File: config.mk
export PLATFORM = sky130hd
export DESIGN_NAME = fsp_pipe_ctrl
export DESIGN_NICKNAME = d
export VERILOG_FILES = /design/src/logic/fsp_pipe_ctrl.v /design/src/logic/fsp_loop_regs.v
export VERILOG_INCLUDE_DIRS = /design/src /design/src/logic
export SDC_FILE = /design/constraint.sdc
export NUM_CORES = 1
export LEC_CHECK = 0
export BUFFER_PORTS_ARGS = -buffer_cell sky130_fd_sc_hd__clkbuf_2
export CAP_MARGIN = 10
export CORE_ASPECT_RATIO = 0.9
export CORE_MARGIN = 2
export CORE_UTILIZATION = 51
export CTS_BUF_LIST = sky130_fd_sc_hd__clkbuf_16
export CTS_CLUSTER_SIZE = 30
export DETAILED_ROUTE_END_ITERATION = 10
export PLACE_DENSITY = 0.88
export SLEW_MARGIN = 20
export SYNTH_ARGS = -nofsm -noshare
export SYNTH_HDL_FRONTEND = slang
export SYNTH_SLANG_ARGS = --single-unit
File: constraint.sdc
create_clock -name clk -period 11.1 [get_ports clk]
set_input_delay 2.22 -clock clk [delete_from_list [all_inputs] [get_ports clk]]
set_output_delay 2.22 -clock clk [all_outputs]
set_load 0.02 [all_outputs]
File: src/logic/fsp_map.vh
/*
 * constants for the four-stage pipeline control: instruction field layout,
 * flow kinds, interlock group bits and the register selectors of the loop block.
 * assumes it is included by bare name from the logic files.
 */
`ifndef FSP_MAP_VH
`define FSP_MAP_VH

// ------------------------------------------------------------
// pre-decoded instruction word fields
// ------------------------------------------------------------
`define FSP_IW_W         32
`define FSP_F_FLOW_LO    0
`define FSP_F_FLOW_HI    2
`define FSP_F_MEMRD      3
`define FSP_F_MEMWR      4
`define FSP_F_GWR_LO     5
`define FSP_F_GWR_HI     7
`define FSP_F_GUSE_LO    8
`define FSP_F_GUSE_HI    10
`define FSP_F_GRD_LO     11
`define FSP_F_GRD_HI     13
`define FSP_F_LDLOOP_LO  14
`define FSP_F_LDLOOP_HI  15
`define FSP_F_REGWR      16

// ------------------------------------------------------------
// flow kinds
// ------------------------------------------------------------
`define FSP_FLOW_W       3
`define FSP_FLOW_NONE    3'h0
`define FSP_FLOW_BRANCH  3'h1
`define FSP_FLOW_DELAYED 3'h2
`define FSP_FLOW_SLOOP   3'h3
`define FSP_FLOW_BLOOP   3'h4
`define FSP_FLOW_IDLE    3'h5

// ------------------------------------------------------------
// interlock groups: bit 0 pointers/index/size, bit 1 page, bit 2 stack
// ------------------------------------------------------------
`define FSP_GRP_W        3
`define FSP_GRP_NONE     3'h0
// groups whose operand reads delay the next decode (pointers/index/size and stack; page exempt)
`define FSP_GRD_DELAY    3'h5

// ------------------------------------------------------------
// direct loop register loads
// ------------------------------------------------------------
`define FSP_LSEL_W       2
`define FSP_LSEL_NONE    2'h0
`define FSP_LSEL_BEGIN   2'h1
`define FSP_LSEL_END     2'h2
`define FSP_LSEL_COUNT   2'h3

// ------------------------------------------------------------
// misc
// ------------------------------------------------------------
`define FSP_PC_RESET     32'h00000000
`define FSP_ZERO32       32'h00000000
`define FSP_ONE32        32'h00000001
`define FSP_DSLOTS       2'h3
// slot count at which the jump is taken: the first slot is fetched while the branch decodes
`define FSP_DSLOT_LAST   2'h2
`define FSP_RAW_HOLD     2'h2

`endif

File: src/logic/fsp_pipe_ctrl.v
/*
 * four-stage pipeline control: fetch, decode, read, execute, plus dma grant.
 * assumes instruction words arrive pre-decoded per fsp_map.vh, fetch data is
 * valid in the cycle it is requested, and memories report busy levels.
 */
`include "fsp_map.vh"
`timescale 1ns/1ps
`default_nettype none

module fsp_pipe_ctrl #(
	parameter W = 32
) (
	input  wire         clk,
	input  wire         rst,
	input  wire         ce,
	input  wire [W-1:0] fetch_word,
	input  wire         fetch_busy,
	input  wire         read_busy,
	input  wire         exec_busy,
	input  wire         dma_req,
	input  wire         irq,
	input  wire [W-1:0] irq_vector,
	input  wire [W-1:0] target_addr,
	input  wire [W-1:0] exec_data,
	output wire         fetch_req,
	output reg  [W-1:0] program_counter,
	output wire         decode_ag_en,
	output wire [2:0]   decode_grp_upd,
	output wire         read_mem_en,
	output wire         exec_en,
	output wire         exec_reg_wr,
	output wire         exec_mem_wr,
	output wire         dma_grant,
	output wire         flushing,
	output reg  [W-1:0] loop_begin_addr_q,
	output reg  [W-1:0] loop_end_addr_q,
	output reg  [W-1:0] loop_count_q,
	output reg          loop_active
);

	localparam ST_RUN   = 3'h1;
	localparam ST_DUMMY = 3'h2;
	localparam ST_IDLE  = 3'h4;

	// ------------------------------------------------------------
	// field decode helpers
	// ------------------------------------------------------------
	function [2:0] f_flow;
		input [W-1:0] iw;
		begin
			f_flow = iw[`FSP_F_FLOW_HI:`FSP_F_FLOW_LO];
		end
	endfunction

	function [2:0] f_gwr;
		input [W-1:0] iw;
		begin
			f_gwr = iw[`FSP_F_GWR_HI:`FSP_F_GWR_LO];
		end
	endfunction

	function [2:0] f_grd;
		input [W-1:0] iw;
		begin
			f_grd = iw[`FSP_F_GRD_HI:`FSP_F_GRD_LO];
		end
	endfunction

	// ------------------------------------------------------------
	// stage registers
	// ------------------------------------------------------------
	reg  [W-1:0] d_iw;
	reg          d_v;
	reg  [W-1:0] r_iw;
	reg          r_v;
	reg  [W-1:0] e_iw;
	reg          e_v;
	reg  [2:0]   state;
	reg  [1:0]   dslots;
	reg  [W-1:0] pend_target;
	reg          pend_jump;
	reg  [1:0]   raw_cnt;
	reg  [2:0]   raw_grp;

	wire [1:0]   e_lsel;
	wire         loop_step;
	wire [W-1:0] lb;
	wire [W-1:0] le;
	wire [W-1:0] lc;

	// ------------------------------------------------------------
	// interlocks
	// ------------------------------------------------------------
	wire [2:0] d_guse = d_iw[`FSP_F_GUSE_HI:`FSP_F_GUSE_LO];
	// a write pending in read or execute blocks use of that group
	wire [2:0] wr_busy = (r_v ? f_gwr(r_iw) : `FSP_GRP_NONE)
		| (e_v ? f_gwr(e_iw) : `FSP_GRP_NONE);
	// operand reads of the instruction now in read stage take place at its execute start
	wire [2:0] rd_busy = (r_v ? (f_grd(r_iw) & `FSP_GRD_DELAY) : `FSP_GRP_NONE);
	wire raw_stall = (raw_cnt != 2'h0) && ((raw_grp & d_guse) != `FSP_GRP_NONE);
	wire ilock = d_v && (((wr_busy | rd_busy) & d_guse) != `FSP_GRP_NONE || raw_stall);

	// ------------------------------------------------------------
	// priority chain: each stage advances only if the one above accepts
	// ------------------------------------------------------------
	wire e_adv = !exec_busy;
	wire r_adv = e_adv && !read_busy;
	wire d_adv = r_adv && !ilock;
	wire e_flow_flush = e_v && e_adv && (f_flow(e_iw) == `FSP_FLOW_BRANCH
		|| f_flow(e_iw) == `FSP_FLOW_SLOOP || f_flow(e_iw) == `FSP_FLOW_BLOOP
		|| f_flow(e_iw) == `FSP_FLOW_IDLE);
	wire flush = e_flow_flush || (irq && e_adv);
	wire f_take = d_adv && state == ST_RUN && !fetch_busy && !flush && dslots == 2'h0
		? 1'b1 : (d_adv && state == ST_RUN && !fetch_busy && !flush);
	wire d_is_flow = d_v && (f_flow(d_iw) == `FSP_FLOW_BRANCH || f_flow(d_iw) == `FSP_FLOW_SLOOP
		|| f_flow(d_iw) == `FSP_FLOW_BLOOP || f_flow(d_iw) == `FSP_FLOW_IDLE);

	// fetch drives memory while running with no flush, or during the dummy cycle; a stalled decode refetches
	assign fetch_req = (state == ST_RUN && !flush) || state == ST_DUMMY;
	assign decode_ag_en = d_v && d_adv;
	assign decode_grp_upd = decode_ag_en ? f_gwr(d_iw) : `FSP_GRP_NONE;
	assign read_mem_en = r_v && r_adv && r_iw[`FSP_F_MEMRD];
	assign exec_en = e_v && e_adv;
	assign exec_reg_wr = exec_en && e_iw[`FSP_F_REGWR];
	assign exec_mem_wr = exec_en && e_iw[`FSP_F_MEMWR];
	// dma gets shared memory only when fetch leaves it free; own buses otherwise
	assign dma_grant = dma_req && !fetch_req;
	assign flushing = state != ST_RUN || flush;
	assign e_lsel = exec_en ? e_iw[`FSP_F_LDLOOP_HI:`FSP_F_LDLOOP_LO] : `FSP_LSEL_NONE;
	assign loop_step = loop_active && exec_en && program_counter == le;

	// ------------------------------------------------------------
	// loop registers
	// ------------------------------------------------------------
	fsp_loop_regs #(
		.W (W)
	) u_loop (
		.clk                  (clk),
		.rst                  (rst),
		.ce                   (ce),
		.load_sel             (e_lsel),
		.load_data            (exec_data),
		.loop_step            (loop_step),
		.loop_begin_addr      (lb),
		.loop_end_addr        (le),
		.loop_iteration_count (lc)
	);

	// ------------------------------------------------------------
	// pipeline and fetch control
	// ------------------------------------------------------------
	always @(posedge clk or posedge rst) begin
		if (rst) begin
			program_counter <= `FSP_PC_RESET;
			d_iw        <= `FSP_ZERO32;
			d_v         <= 1'b0;
			r_iw        <= `FSP_ZERO32;
			r_v         <= 1'b0;
			e_iw        <= `FSP_ZERO32;
			e_v         <= 1'b0;
			state       <= ST_RUN;
			dslots      <= 2'h0;
			pend_target <= `FSP_ZERO32;
			pend_jump   <= 1'b0;
			raw_cnt     <= 2'h0;
			raw_grp     <= `FSP_GRP_NONE;
			loop_active <= 1'b0;
			loop_begin_addr_q <= `FSP_ZERO32;
			loop_end_addr_q   <= `FSP_ZERO32;
			loop_count_q      <= `FSP_ZERO32;
		end else if (ce) begin
			loop_begin_addr_q <= lb;
			loop_end_addr_q   <= le;
			loop_count_q      <= lc;
			// execute stage
			if (e_adv) begin
				e_iw <= r_iw;
				e_v  <= r_adv && r_v && !flush;
			end
			// read stage
			if (r_adv) begin
				r_iw <= d_iw;
				r_v  <= d_adv && d_v && !flush && !d_is_flow ? 1'b1
					: (d_adv && d_v && !flush);
			end
			// group register load then use: hold decode across the write's execute
			if (decode_ag_en && f_gwr(d_iw) != `FSP_GRP_NONE) begin
				raw_cnt <= `FSP_RAW_HOLD;
				raw_grp <= f_gwr(d_iw);
			end else if (raw_cnt != 2'h0 && e_adv) begin
				raw_cnt <= raw_cnt - 2'h1;
			end
			// decode stage
			if (flush) begin
				d_v <= 1'b0;
			end else if (d_adv) begin
				d_iw <= fetch_word;
				d_v  <= f_take;
			end
			// delayed branch: let three more words through, then jump
			if (decode_ag_en && f_flow(d_iw) == `FSP_FLOW_DELAYED) begin
				dslots      <= `FSP_DSLOTS;
				pend_target <= target_addr;
			end else if (dslots != 2'h0 && f_take) begin
				dslots <= dslots - 2'h1;
			end
			// program counter and flush sequencing
			case (state)
				ST_RUN: begin
					if (flush) begin
						state       <= ST_DUMMY;
						pend_jump   <= 1'b1;
						pend_target <= irq ? irq_vector : target_addr;
						if (f_flow(e_iw) == `FSP_FLOW_SLOOP || f_flow(e_iw) == `FSP_FLOW_BLOOP) begin
							loop_active <= 1'b1;
						end
						if (e_v && f_flow(e_iw) == `FSP_FLOW_IDLE && !irq) begin
							state <= ST_IDLE;
						end
					end else if (f_take) begin
						if (dslots == `FSP_DSLOT_LAST) begin
							program_counter <= pend_target;
							dslots          <= 2'h0;
						end else if (loop_active && program_counter == le && lc != `FSP_ZERO32) begin
							program_counter <= lb;
						end else begin
							program_counter <= program_counter + `FSP_ONE32;
						end
						if (loop_active && program_counter == le && lc == `FSP_ZERO32) begin
							loop_active <= 1'b0;
						end
					end
				end
				ST_DUMMY: begin
					// dummy fetch done; new fetch starts from the target
					program_counter <= pend_target;
					pend_jump       <= 1'b0;
					state           <= ST_RUN;
				end
				ST_IDLE: begin
					if (irq) begin
						pend_target <= irq_vector;
						state       <= ST_DUMMY;
					end
				end
				default: begin
					state <= ST_RUN;
				end
			endcase
		end
	end

endmodule

`default_nettype wire

File: src/logic/fsp_loop_regs.v
/*
 * loop begin/end/count registers, usable as general registers.
 * assumes load strobes come from the execute stage and that the looping
 * logic decrements the count once per pass while a loop mode is active.
 */
`include "fsp_map.vh"
`timescale 1ns/1ps
`default_nettype none

module fsp_loop_regs #(
	parameter W = 32
) (
	input  wire         clk,
	input  wire         rst,
	input  wire         ce,
	input  wire [1:0]   load_sel,
	input  wire [W-1:0] load_data,
	input  wire         loop_step,
	output reg  [W-1:0] loop_begin_addr,
	output reg  [W-1:0] loop_end_addr,
	output reg  [W-1:0] loop_iteration_count
);

	// ------------------------------------------------------------
	// registers
	// ------------------------------------------------------------
	always @(posedge clk or posedge rst) begin
		if (rst) begin
			loop_begin_addr      <= `FSP_ZERO32;
			loop_end_addr        <= `FSP_ZERO32;
			loop_iteration_count <= `FSP_ZERO32;
		end else if (ce) begin
			if (load_sel == `FSP_LSEL_BEGIN) begin
				loop_begin_addr <= load_data;
			end
			if (load_sel == `FSP_LSEL_END) begin
				loop_end_addr <= load_data;
			end
			// direct load beats the looping decrement
			if (load_sel == `FSP_LSEL_COUNT) begin
				loop_iteration_count <= load_data;
			end else if (loop_step) begin
				loop_iteration_count <= loop_iteration_count - `FSP_ONE32;
			end
		end
	end

endmodule

`default_nettype wire

; Yosys cells after proc, flatten, opt, wreduce, memory -nomap -nowiden
; Cells that the tools add are included.
[op_classes]
add_sub_neg = 4
eq_ne = 23
n_mux = 37
n_bitwise = 6
n_reduce_logical = 78
[ops]
columns = operator, n
row1 = 2-to-1 mux 32 bit, 10
row2 = one-hot mux 32 bit (2 select lines), 2
row3 = logical AND 1 bit, 33
row4 = "adder 32 x 1 -> 32 bit, second input constant", 1
row5 = equality test 32 bit, 1
row6 = zero test 32 bit, 1
row7 = nonzero test 32 bit, 1
row8 = "subtractor 32 x 1 -> 32 bit, second input constant", 1
row9 = 2-to-1 mux 3 bit, 7
row10 = 2-to-1 mux 2 bit, 9
row11 = AND reduction 2 bit, 8
row12 = nonzero test 2 bit, 8
row13 = "equality test 3 bit, second input constant", 5
row14 = "equality test 3 x 2 -> 1 bit, second input constant", 4
row15 = logical OR 1 bit, 11
row16 = "equality test 3 x 1 -> 1 bit, second input constant", 3
row17 = nonzero test 3 bit, 3
row18 = zero test 1 bit, 8
row19 = 2-to-1 mux 1 bit, 8
row20 = "!= test 2 bit, second input constant", 4
row21 = AND 3 bit, 2
row22 = "equality test 2 bit, second input constant", 3
row23 = OR 3 bit, 2
row24 = one-hot mux 3 bit (2 select lines), 1
row25 = 9 further kinds, 12
[word_totals]
ff_bits = 321
in_bits = 136
elab_cells = 167

; Logic depth before layout (Yosys ltp)
; Gate-level depths: netlist (run 1).
[depth]
ltp_word = 21
mapped_depth = 12

; Hierarchy
; A second synthesis (run 1) with hierarchy kept.
[unflattened]
hier_cells = 1423
hier_area_um2 = 15723.8
[by_module_without_submodules]
columns = module, n_inst, cells_each, area_each_um2, seq_area_each_um2
row1 = fsp_pipe_ctrl, 1, 1033, 11259.5, 5331.4
row2 = fsp_loop_regs, 1, 390, 4464.3, 2402.3

; Worst setup path after synthesis (run 1)
; OpenSTA, ideal clock, no wires.
[synth_timing]
path_kind = input-to-output
from = input irq
to = output dma_grant
arrival_ps = 3168
setup_slack_ps = 5712
stages = 4
path_buffers = 0
cell_sequence = a31oi_4 -> o21ba_2 -> or2_2 -> nor2_1
[synth_between]
elab_chain_len = 7
[synth_lines]
columns = element, line_no
row1 = start: declaration, fsp_pipe_ctrl.v:21  ; input wire irq,
row2 = logical AND 1 bit, fsp_pipe_ctrl.v:112  ; wire flush = e_flow_flush || (irq && e_adv);
row3 = logical OR 1 bit, fsp_pipe_ctrl.v:112
row4 = zero test 1 bit, fsp_pipe_ctrl.v:119  ; assign fetch_req = (state == ST_RUN && !flush) || state == ST_DUMMY;
row5 = logical AND 1 bit, fsp_pipe_ctrl.v:119
row6 = logical OR 1 bit, fsp_pipe_ctrl.v:119
row7 = via fetch_req, fsp_pipe_ctrl.v:25  ; output wire fetch_req,
row8 = zero test 1 bit, fsp_pipe_ctrl.v:127  ; assign dma_grant = dma_req && !fetch_req;
row9 = logical AND 1 bit, fsp_pipe_ctrl.v:127
row10 = end: declaration, fsp_pipe_ctrl.v:33  ; output wire dma_grant,
; The timed path passes the listed nets, and every way through them passes these cells.

; Worst setup path after layout (run 1)
[layout_timing]
from = input irq
to = output dma_grant
[layout_between]
elab_chain_len = 7
[layout_lines]
columns = element, line_no
row1 = logical AND 1 bit, fsp_pipe_ctrl.v:112
row2 = logical OR 1 bit, fsp_pipe_ctrl.v:112
row3 = zero test 1 bit, fsp_pipe_ctrl.v:119
row4 = logical AND 1 bit, fsp_pipe_ctrl.v:119
row5 = logical OR 1 bit, fsp_pipe_ctrl.v:119
row6 = zero test 1 bit, fsp_pipe_ctrl.v:127
row7 = logical AND 1 bit, fsp_pipe_ctrl.v:127
; Every way passes these cells.

==> flow_summary.yaml, run 1 <==
cts:
  cts_root_buf: "clkbuf_16"
  post_cts_buffers: 0
  holdBufCountCts: 0
  path_clk_slew_ns: 0.06
  cts_buffers: 34
  h-tree-depth: 2
  tritoncts: "yes"
  ctsResizeCount: 0
  insertion_delay_ns: 0.52
  clockBufferDepth: 3
  clkSinkCount: 309
floorplan:
  core_um2: 30100
  rows: 60
  start_util_pct: 52.2
  die_x_um: 189
  ios: 276
  die_area_um2: 32200
  die_height_um: 171
yosys:
  synth_cell_type_count: 79
  syn-num-nets: 1611
  synthCells: 1470
  synth_edf_count: 0
  synth_top_family_by_area: "multiplexers"
  syn_area_um2: 15700
  synth-simple-area-share_pct: 15.2
  ys.flop_type: "dfrtp_1"
  yosysSeqAreaShare_pct: 49.2
  synthMuxAreaShare_pct: 16.2
  synth_warnings: 0
  syn_area_per_cell_um2: 10.7
  synth_xor_area_share_pct: 3.39
  synth_adder_area_share_pct: 0.398
  ys_ff_latch: 309
  postSynth.asyncResetShare_pct: 100
  synth_compound_area_share_pct: 12.7
place:
  hpwlAfterDp_mm: 33.0
  portBuffers: 259
  place_congestion: 0.898
worst_setup_path:
  cp_data_required_time_ns: 8.88
  cp-end-kind: "output pin"
  path_class: "primary input to output pin"
  cp-start-kind: "primary input"
  path_max_fanout: 68
  crit_arrival_ns: 3.87
timing:
  finalSetupTns_ns: 0
  period_share_pct: 54.9
  fin_crit_ns: 6.09
  hold_violations: 0
  rsz0062_at_grt: "false"
  drv_slew: 0
  tightest_slew_ns: 0.992
  setup_viol_count_final: 0
  max_freq_ghz: 0.164
  relSlewSlack_pct: 33.9
  skew_ns: 0.0157
route:
  vias: 13000
  wl_mm: 46.6
  first_iter_violations: 1218
  viasPerCell: 6.16
  drtPass1Iterations: 8
  ant_nets: 0
  wl_per_cell_um: 22.1
  drc: 0
final_layout:
  area_growth_pct: 17.6
  diodes: 0
  final_util_pct: 61.4
  drive_gt1_share_pct: 33.8
  nets: 1827
global_route:
  grt_pass1_wl_mm: 72.8
  grtUsageTotal_pct: 28.9
  grt_overflow_total: 0
  antenna_found_initial: 1
  grt_max_degree: 116
  grt_pass1_vias: 12700
pwr:
  p_per_area_nw_per_um2: 192
  p_leak_uw: 0.00877
  peakVddDrop_mv: 0.135
status:
  status: "finished clean"
hold_path:
  hold_path_class: "register to register"
flow_run:
  drv_cap: 0
sequential cells by signal (all words and copies together), names as in the netlist, 3 cells and up:
name	count
pend_target	32
r_iw	13
raw_grp	3
program_counter	32
u_loop.loop_begin_addr	32
d_iw	16
loop_end_addr_q	32
loop_count_q	32
state	3
e_iw	10
u_loop.loop_iteration_count	32
u_loop.loop_end_addr	32
loop_begin_addr_q	32
report_power, final:
group,internal (µW),switching [µW]
registers,1300,240
logic,344,461
clock network,737,464
path summary, 6_finish.rpt:
check	startpoint	endpoint	slack, ns	cells after the start
setup reg to reg	e_v$_DFFE_PP0P_	u_loop.loop_iteration_count[9]$_DFFE_PP0P_	7.92	7
min in group asynchronous	rst	pend_target[11]$_DFFE_PP0P_	1.83	2
max in group asynchronous	rst	u_loop.loop_begin_addr[22]$_DFFE_PP0P_	7.77	3
hold / removal	r_iw[4]$_DFFE_PP0P_	e_iw[4]$_DFFE_PP0P_	0.48	2
hold reg to reg	r_iw[4]$_DFFE_PP0P_	e_iw[4]$_DFFE_PP0P_	0.48	2
setup / recovery	irq	dma_grant	5.01	7
cell type report:
cell class | instances | area [µm²]
clock inverter | 24 | 299
clock buffer | 35 | 876
timing repair buffer | 273 | 1410
fill | 2414 | 11600
sequential | 309 | 7730
tap | 403 | 504
multi-input combinational | 1051 | 7590
inverter | 17 | 71.3
worst max-delay path, cell delays in order:
cell      delay (ns)
clkbuf_2        0.07
buf_4           0.60
a31oi_4         0.10
o21ba_2         0.30
or2_2           0.31
nor2_1          0.08
clkbuf_2        0.17
kinds of logic (layout without fill, tap and decap cells):
logic type | Yosys count | count (layout)
muxes | 227 | 227
xor gates and xnor gates | 60 | 60
buffers and inverters | 110 | 349
and+or+nand+nor | 460 | 460
adders and majority gates | 5 | 5
AOI/OAI and AO/OA | 299 | 299
DFF | 309 | 309
cell usage after synthesis, types with 13 or more instances:
cell         n  area share [%]
mux2_2     216              15
xor2_1      13            0.72
buf_2       19            0.60
and3_1      15            0.60
dfrtp_1    308              49
nand4_1     26             1.0
nand2_1    141             3.4
inv_1       13            0.31
a211oi_1    13            0.62
o22ai_1     19            0.76
o2bb2ai_1   33             1.8
o21ai_0     68             2.2
xnor2_1     46             2.6
nand2b_1    44             1.8
nor2_1      64             1.5
nor3_1      30            0.96
a21oi_1     71             2.3
clkbuf_1    69             1.6
nand3_1     66             2.1
a22o_1      35             1.9
layout by cell type (no fill, tap or decap), types with 44 or more instances in the layout:
cell type  count
dfrtp_1      308
clkbuf_2     258
mux2_2       216
nand2_1      141
a21oi_1       70
o21ai_0       68
nand3_1       65
nor2_1        63
xnor2_1       46
nand2b_1      44
stage by stage:
step                hold slack, ns  total power, µW  worst slack [ns]  instances  instance area [µm²]
floorplan                    0.435             2040             0.337       1470                15700
global placement             0.449             2310              5.02       2053                17300
detailed placement           0.464             2350              4.99       2053                17300
CTS                          0.480             3550              5.00       2112                18500
global route                 0.511             3700              4.84       2112                18500
finish                       0.482             3550              5.01       2112                18500
per-layer routing:
metal  track usage (%)  part of all wire [%]  vias to the layer above  wire length (µm)
li1                  -                     -                     5771                 -
met1              38.9                    40                     6448             18900
met2              46.5                    46                      672             21600
met3              6.24                   9.5                      123              4430
met4              10.3                   3.6                        0              1700
met5                 0                     0                        -                 0
Note: power is estimated with default switching activity, not from simulation.
==> inputs of run 2 (changes only) <==
--- a/config.mk
+++ b/config.mk
@@ -6,15 +6,16 @@
 export SDC_FILE = /design/constraint.sdc
 export NUM_CORES = 1
 export LEC_CHECK = 0
+export ABC_AREA = 1
 export BUFFER_PORTS_ARGS = -buffer_cell sky130_fd_sc_hd__clkbuf_2
 export CAP_MARGIN = 10
 export CORE_ASPECT_RATIO = 0.9
 export CORE_MARGIN = 2
-export CORE_UTILIZATION = 51
+export CORE_UTILIZATION = 57
 export CTS_BUF_LIST = sky130_fd_sc_hd__clkbuf_16
 export CTS_CLUSTER_SIZE = 30
 export DETAILED_ROUTE_END_ITERATION = 10
-export PLACE_DENSITY = 0.88
+export PLACE_DENSITY = 0.92
 export SLEW_MARGIN = 20
 export SYNTH_ARGS = -nofsm -noshare
 export SYNTH_HDL_FRONTEND = slang
==> constraint.sdc (replaced) <==
create_clock -name clk -period 6.27 [get_ports clk]
set_input_delay 1.254 -clock clk [delete_from_list [all_inputs] [get_ports clk]]
set_output_delay 1.254 -clock clk [all_outputs]
set_load 0.02 [all_outputs]
==> run 2 against run 1 <==
  * Via count is 25% higher
  * Final area is 3.8% higher
  * Sequential cell count stayed put
  * Cell count is 35% higher
  * Clock power is 67% higher
  * Register-to-register slack worse by 4.8 ns
  * Clock skew is 0.0076 ns lower
  * Sequential power is 93% higher
  * Non-clock buffer count is 1 lower
  * First-iteration DRC count is 65% higher
  * Total power is 110% higher
  * Worst setup slack worse by 2.8 ns
  * Critical endpoint unchanged
  * Largest power group unchanged
  * Highest routed layer unchanged
==> flow_summary.yaml, run 2 <==
status:
  status: "finished clean"
cts:
  h-tree-depth: 2
  ctsResizeCount: 0
  post_cts_buffers: 0
  insertion_delay_ns: 0.51
  holdBufCountCts: 0
  path_clk_slew_ns: 0.06
  clkSinkCount: 309
  tritoncts: "yes"
  cts_buffers: 34
  cts_root_buf: "clkbuf_16"
  clockBufferDepth: 3
yosys:
  ys_ff_latch: 309
  syn_area_um2: 16700
  yosysTopAreaCellShare_pct: 46.3
  ys.flop_type: "dfrtp_1"
  yosysMostFrequentCell: "nand2_1"
  synth_top_cell_by_area: "dfrtp_1"
  syn_area_per_cell_um2: 7.47
  synth_common_cells: "nand2_1, dfrtp_1, inv_1"
  postSynth.asyncResetShare_pct: 100
  yosysSeqAreaShare_pct: 46.4
  syn-num-nets: 2371
  synthTopCellsByArea: "dfrtp_1, nand2_1, inv_1, o21ai_0, nor2_1"
  synthCells: 2230
  synth_warnings: 0
  synth_edf_count: 0
  synth_cell_type_count: 47
pwr:
  combPwrFrac_pct: 34.0
  clockPowerShare_pct: 26.6
  p_switching_uw: 3040
  peakVddDrop_mv: 0.186
  seq_power_share_pct: 39.4
  p_per_area_nw_per_um2: 393
  p_int_uw: 4500
  finalPower_uw: 7530
  p_leak_uw: 0.00978
  switching_share_pct: 40.3
worst_setup_path:
  crit_path_frequent_cell: "nand2_1"
  crit_arrival_ns: 2.85
  crit_chain: "clkbuf_2 -> nor2_4 -> nand2_1 -> nand2_1 -> nor2_2 -> inv_2 -> nand2_1 -> nor2_1 -> clkbuf_2"
  slowest_stage: "inv_2"
  cp-start-kind: "primary input"
  cpPeakStageDelay_ns: 0.49
  path_max_fanout: 35
  path_class: "primary input to output pin"
  cp_data_required_time_ns: 5.02
  cp-end-kind: "output pin"
timing:
  hold_violations: 0
  drv_slew: 0
  setup_viol_count_final: 0
  tightest_slew_ns: 1.16
  max_freq_ghz: 0.244
  rsz0062_at_grt: "false"
  fin_crit_ns: 4.11
  relSlewSlack_pct: 22.0
  period_share_pct: 65.5
  finalSetupTns_ns: 0
  skew_ns: 0.00809
final_layout:
  layout_common_cells: "nand2_1, dfrtp_1, clkbuf_2, inv_1, nor2_1"
  final_common_cell: "nand2_1"
  multi_input_area_um2: 7510
  finalNonFillerCells: 2845
  nets: 2566
  drive_gt1_share_pct: 16.1
  area_growth_pct: 15.1
  nFillCells: 2440
  regArea_um2: 7730
global_route:
  antenna_found_initial: 2
  grt_overflow_total: 0
  grt_max_degree: 190
  grtUsageTotal_pct: 33.4
  grt_pass1_vias: 15600
  grt_pass1_wl_mm: 81.3
floorplan:
  rows: 59
  die_height_um: 166
  die_area_um2: 30600
  core_um2: 28900
  die_x_um: 184
  start_util_pct: 57.7
  ios: 276
route:
  ant_nets: 0
  drc: 0
  drtPass1Iterations: 7
  first_iter_violations: 2013
  wl_mm: 51.0
  viasPerCell: 5.73
  vias: 16300
  wl_per_cell_um: 17.9
place:
  place_congestion: 0.979
  hpwlAfterDp_mm: 36.3
  dp.cells: 2785
  portBuffers: 259
hold_path:
  hold_path_class: "register to register"
flow_run:
  drv_cap: 0
run 2: path summary, 6_finish.rpt:
path	startpoint	end	slack, ns	cells after the start
setup reg to reg	e_v$_DFFE_PP0P_	u_loop.loop_iteration_count[13]$_DFFE_PP0P_	3.12	12
max in group asynchronous	rst	u_loop.loop_end_addr[15]$_DFFE_PP0P_	3.86	4
hold / removal	d_iw[14]$_DFFE_PP0P_	r_iw[14]$_DFFE_PP0P_	0.47	2
min in group asynchronous	rst	state[2]$_DFFE_PP0P_	0.94	3
hold reg to reg	d_iw[14]$_DFFE_PP0P_	r_iw[14]$_DFFE_PP0P_	0.47	2
setup / recovery	exec_busy	dma_grant	2.16	9
run 2: kinds of logic (layout without fill, tap and decap cells):
family / after synthesis / in the layout / share of synthesized area, %
AOI/OAI and AO/OA: 400 / 400 / 13.3
xor gates and xnor gates: 60 / 60 / 3.15
adders and majority gates: 5 / 5 / 0.375
buffers and inverters: 359 / 577 / 8.65
DFF: 309 / 309 / 46.4
muxes: 15 / 15 / 0.999
other: 0 / 1 / 0
and+or+nand+nor: 1082 / 1082 / 27.1
run 2: critical path, delay by kind of cell:
kind                   cells  cell delay [ns]
buffers and inverters      3             0.82
AND/OR/NAND/NOR            6             0.77
run 2: area by class of cell:
type,count,area share [%]
flip-flops and latches,309,40.3
inverters,246,4.87
clock inverters,24,1.17
clock buffers,35,4.57
well taps,396,2.58
repair buffers,272,7.35
diodes,1,0.0130
multi-input cells,1562,39.1
run 2: per-layer routing:
| layer | up-vias | part of all wire (%) | global-route usage (%) |
|---|---|---|---|
| met5 | - | 0 | 0 |
| met4 | 0 | 4.3 | 13.4 |
| li1 | 7570 | - | - |
| met3 | 150 | 10 | 5.61 |
| met1 | 7672 | 41 | 47.8 |
| met2 | 919 | 44 | 50.9 |
run 2: power groups by stage:
stage	logic [µW]	registers (µW)	clock network, µW
after floorplan	1600	3040	0
after global placement	2420	2950	0
after detailed placement	2510	2970	0
after CTS	2530	2950	2010
after global routing	2840	3010	2100
final	2560	2970	2000
run 2: stage by stage:
step / instance area (µm²) / util (%) / setup WS, ns / hold slack (ns)
2_1_floorplan: 16700 / - / 0.904 / 0.437
3_3_place_gp: 18100 / 62.6 / 2.15 / 0.454
3_5_place_dp: 18100 / 62.6 / 2.11 / 0.459
4_1_cts: 19200 / 66.4 / 2.22 / 0.474
5_1_grt: 19200 / 66.5 / 2.06 / 0.489
6_report: 19200 / 66.5 / 2.16 / 0.469
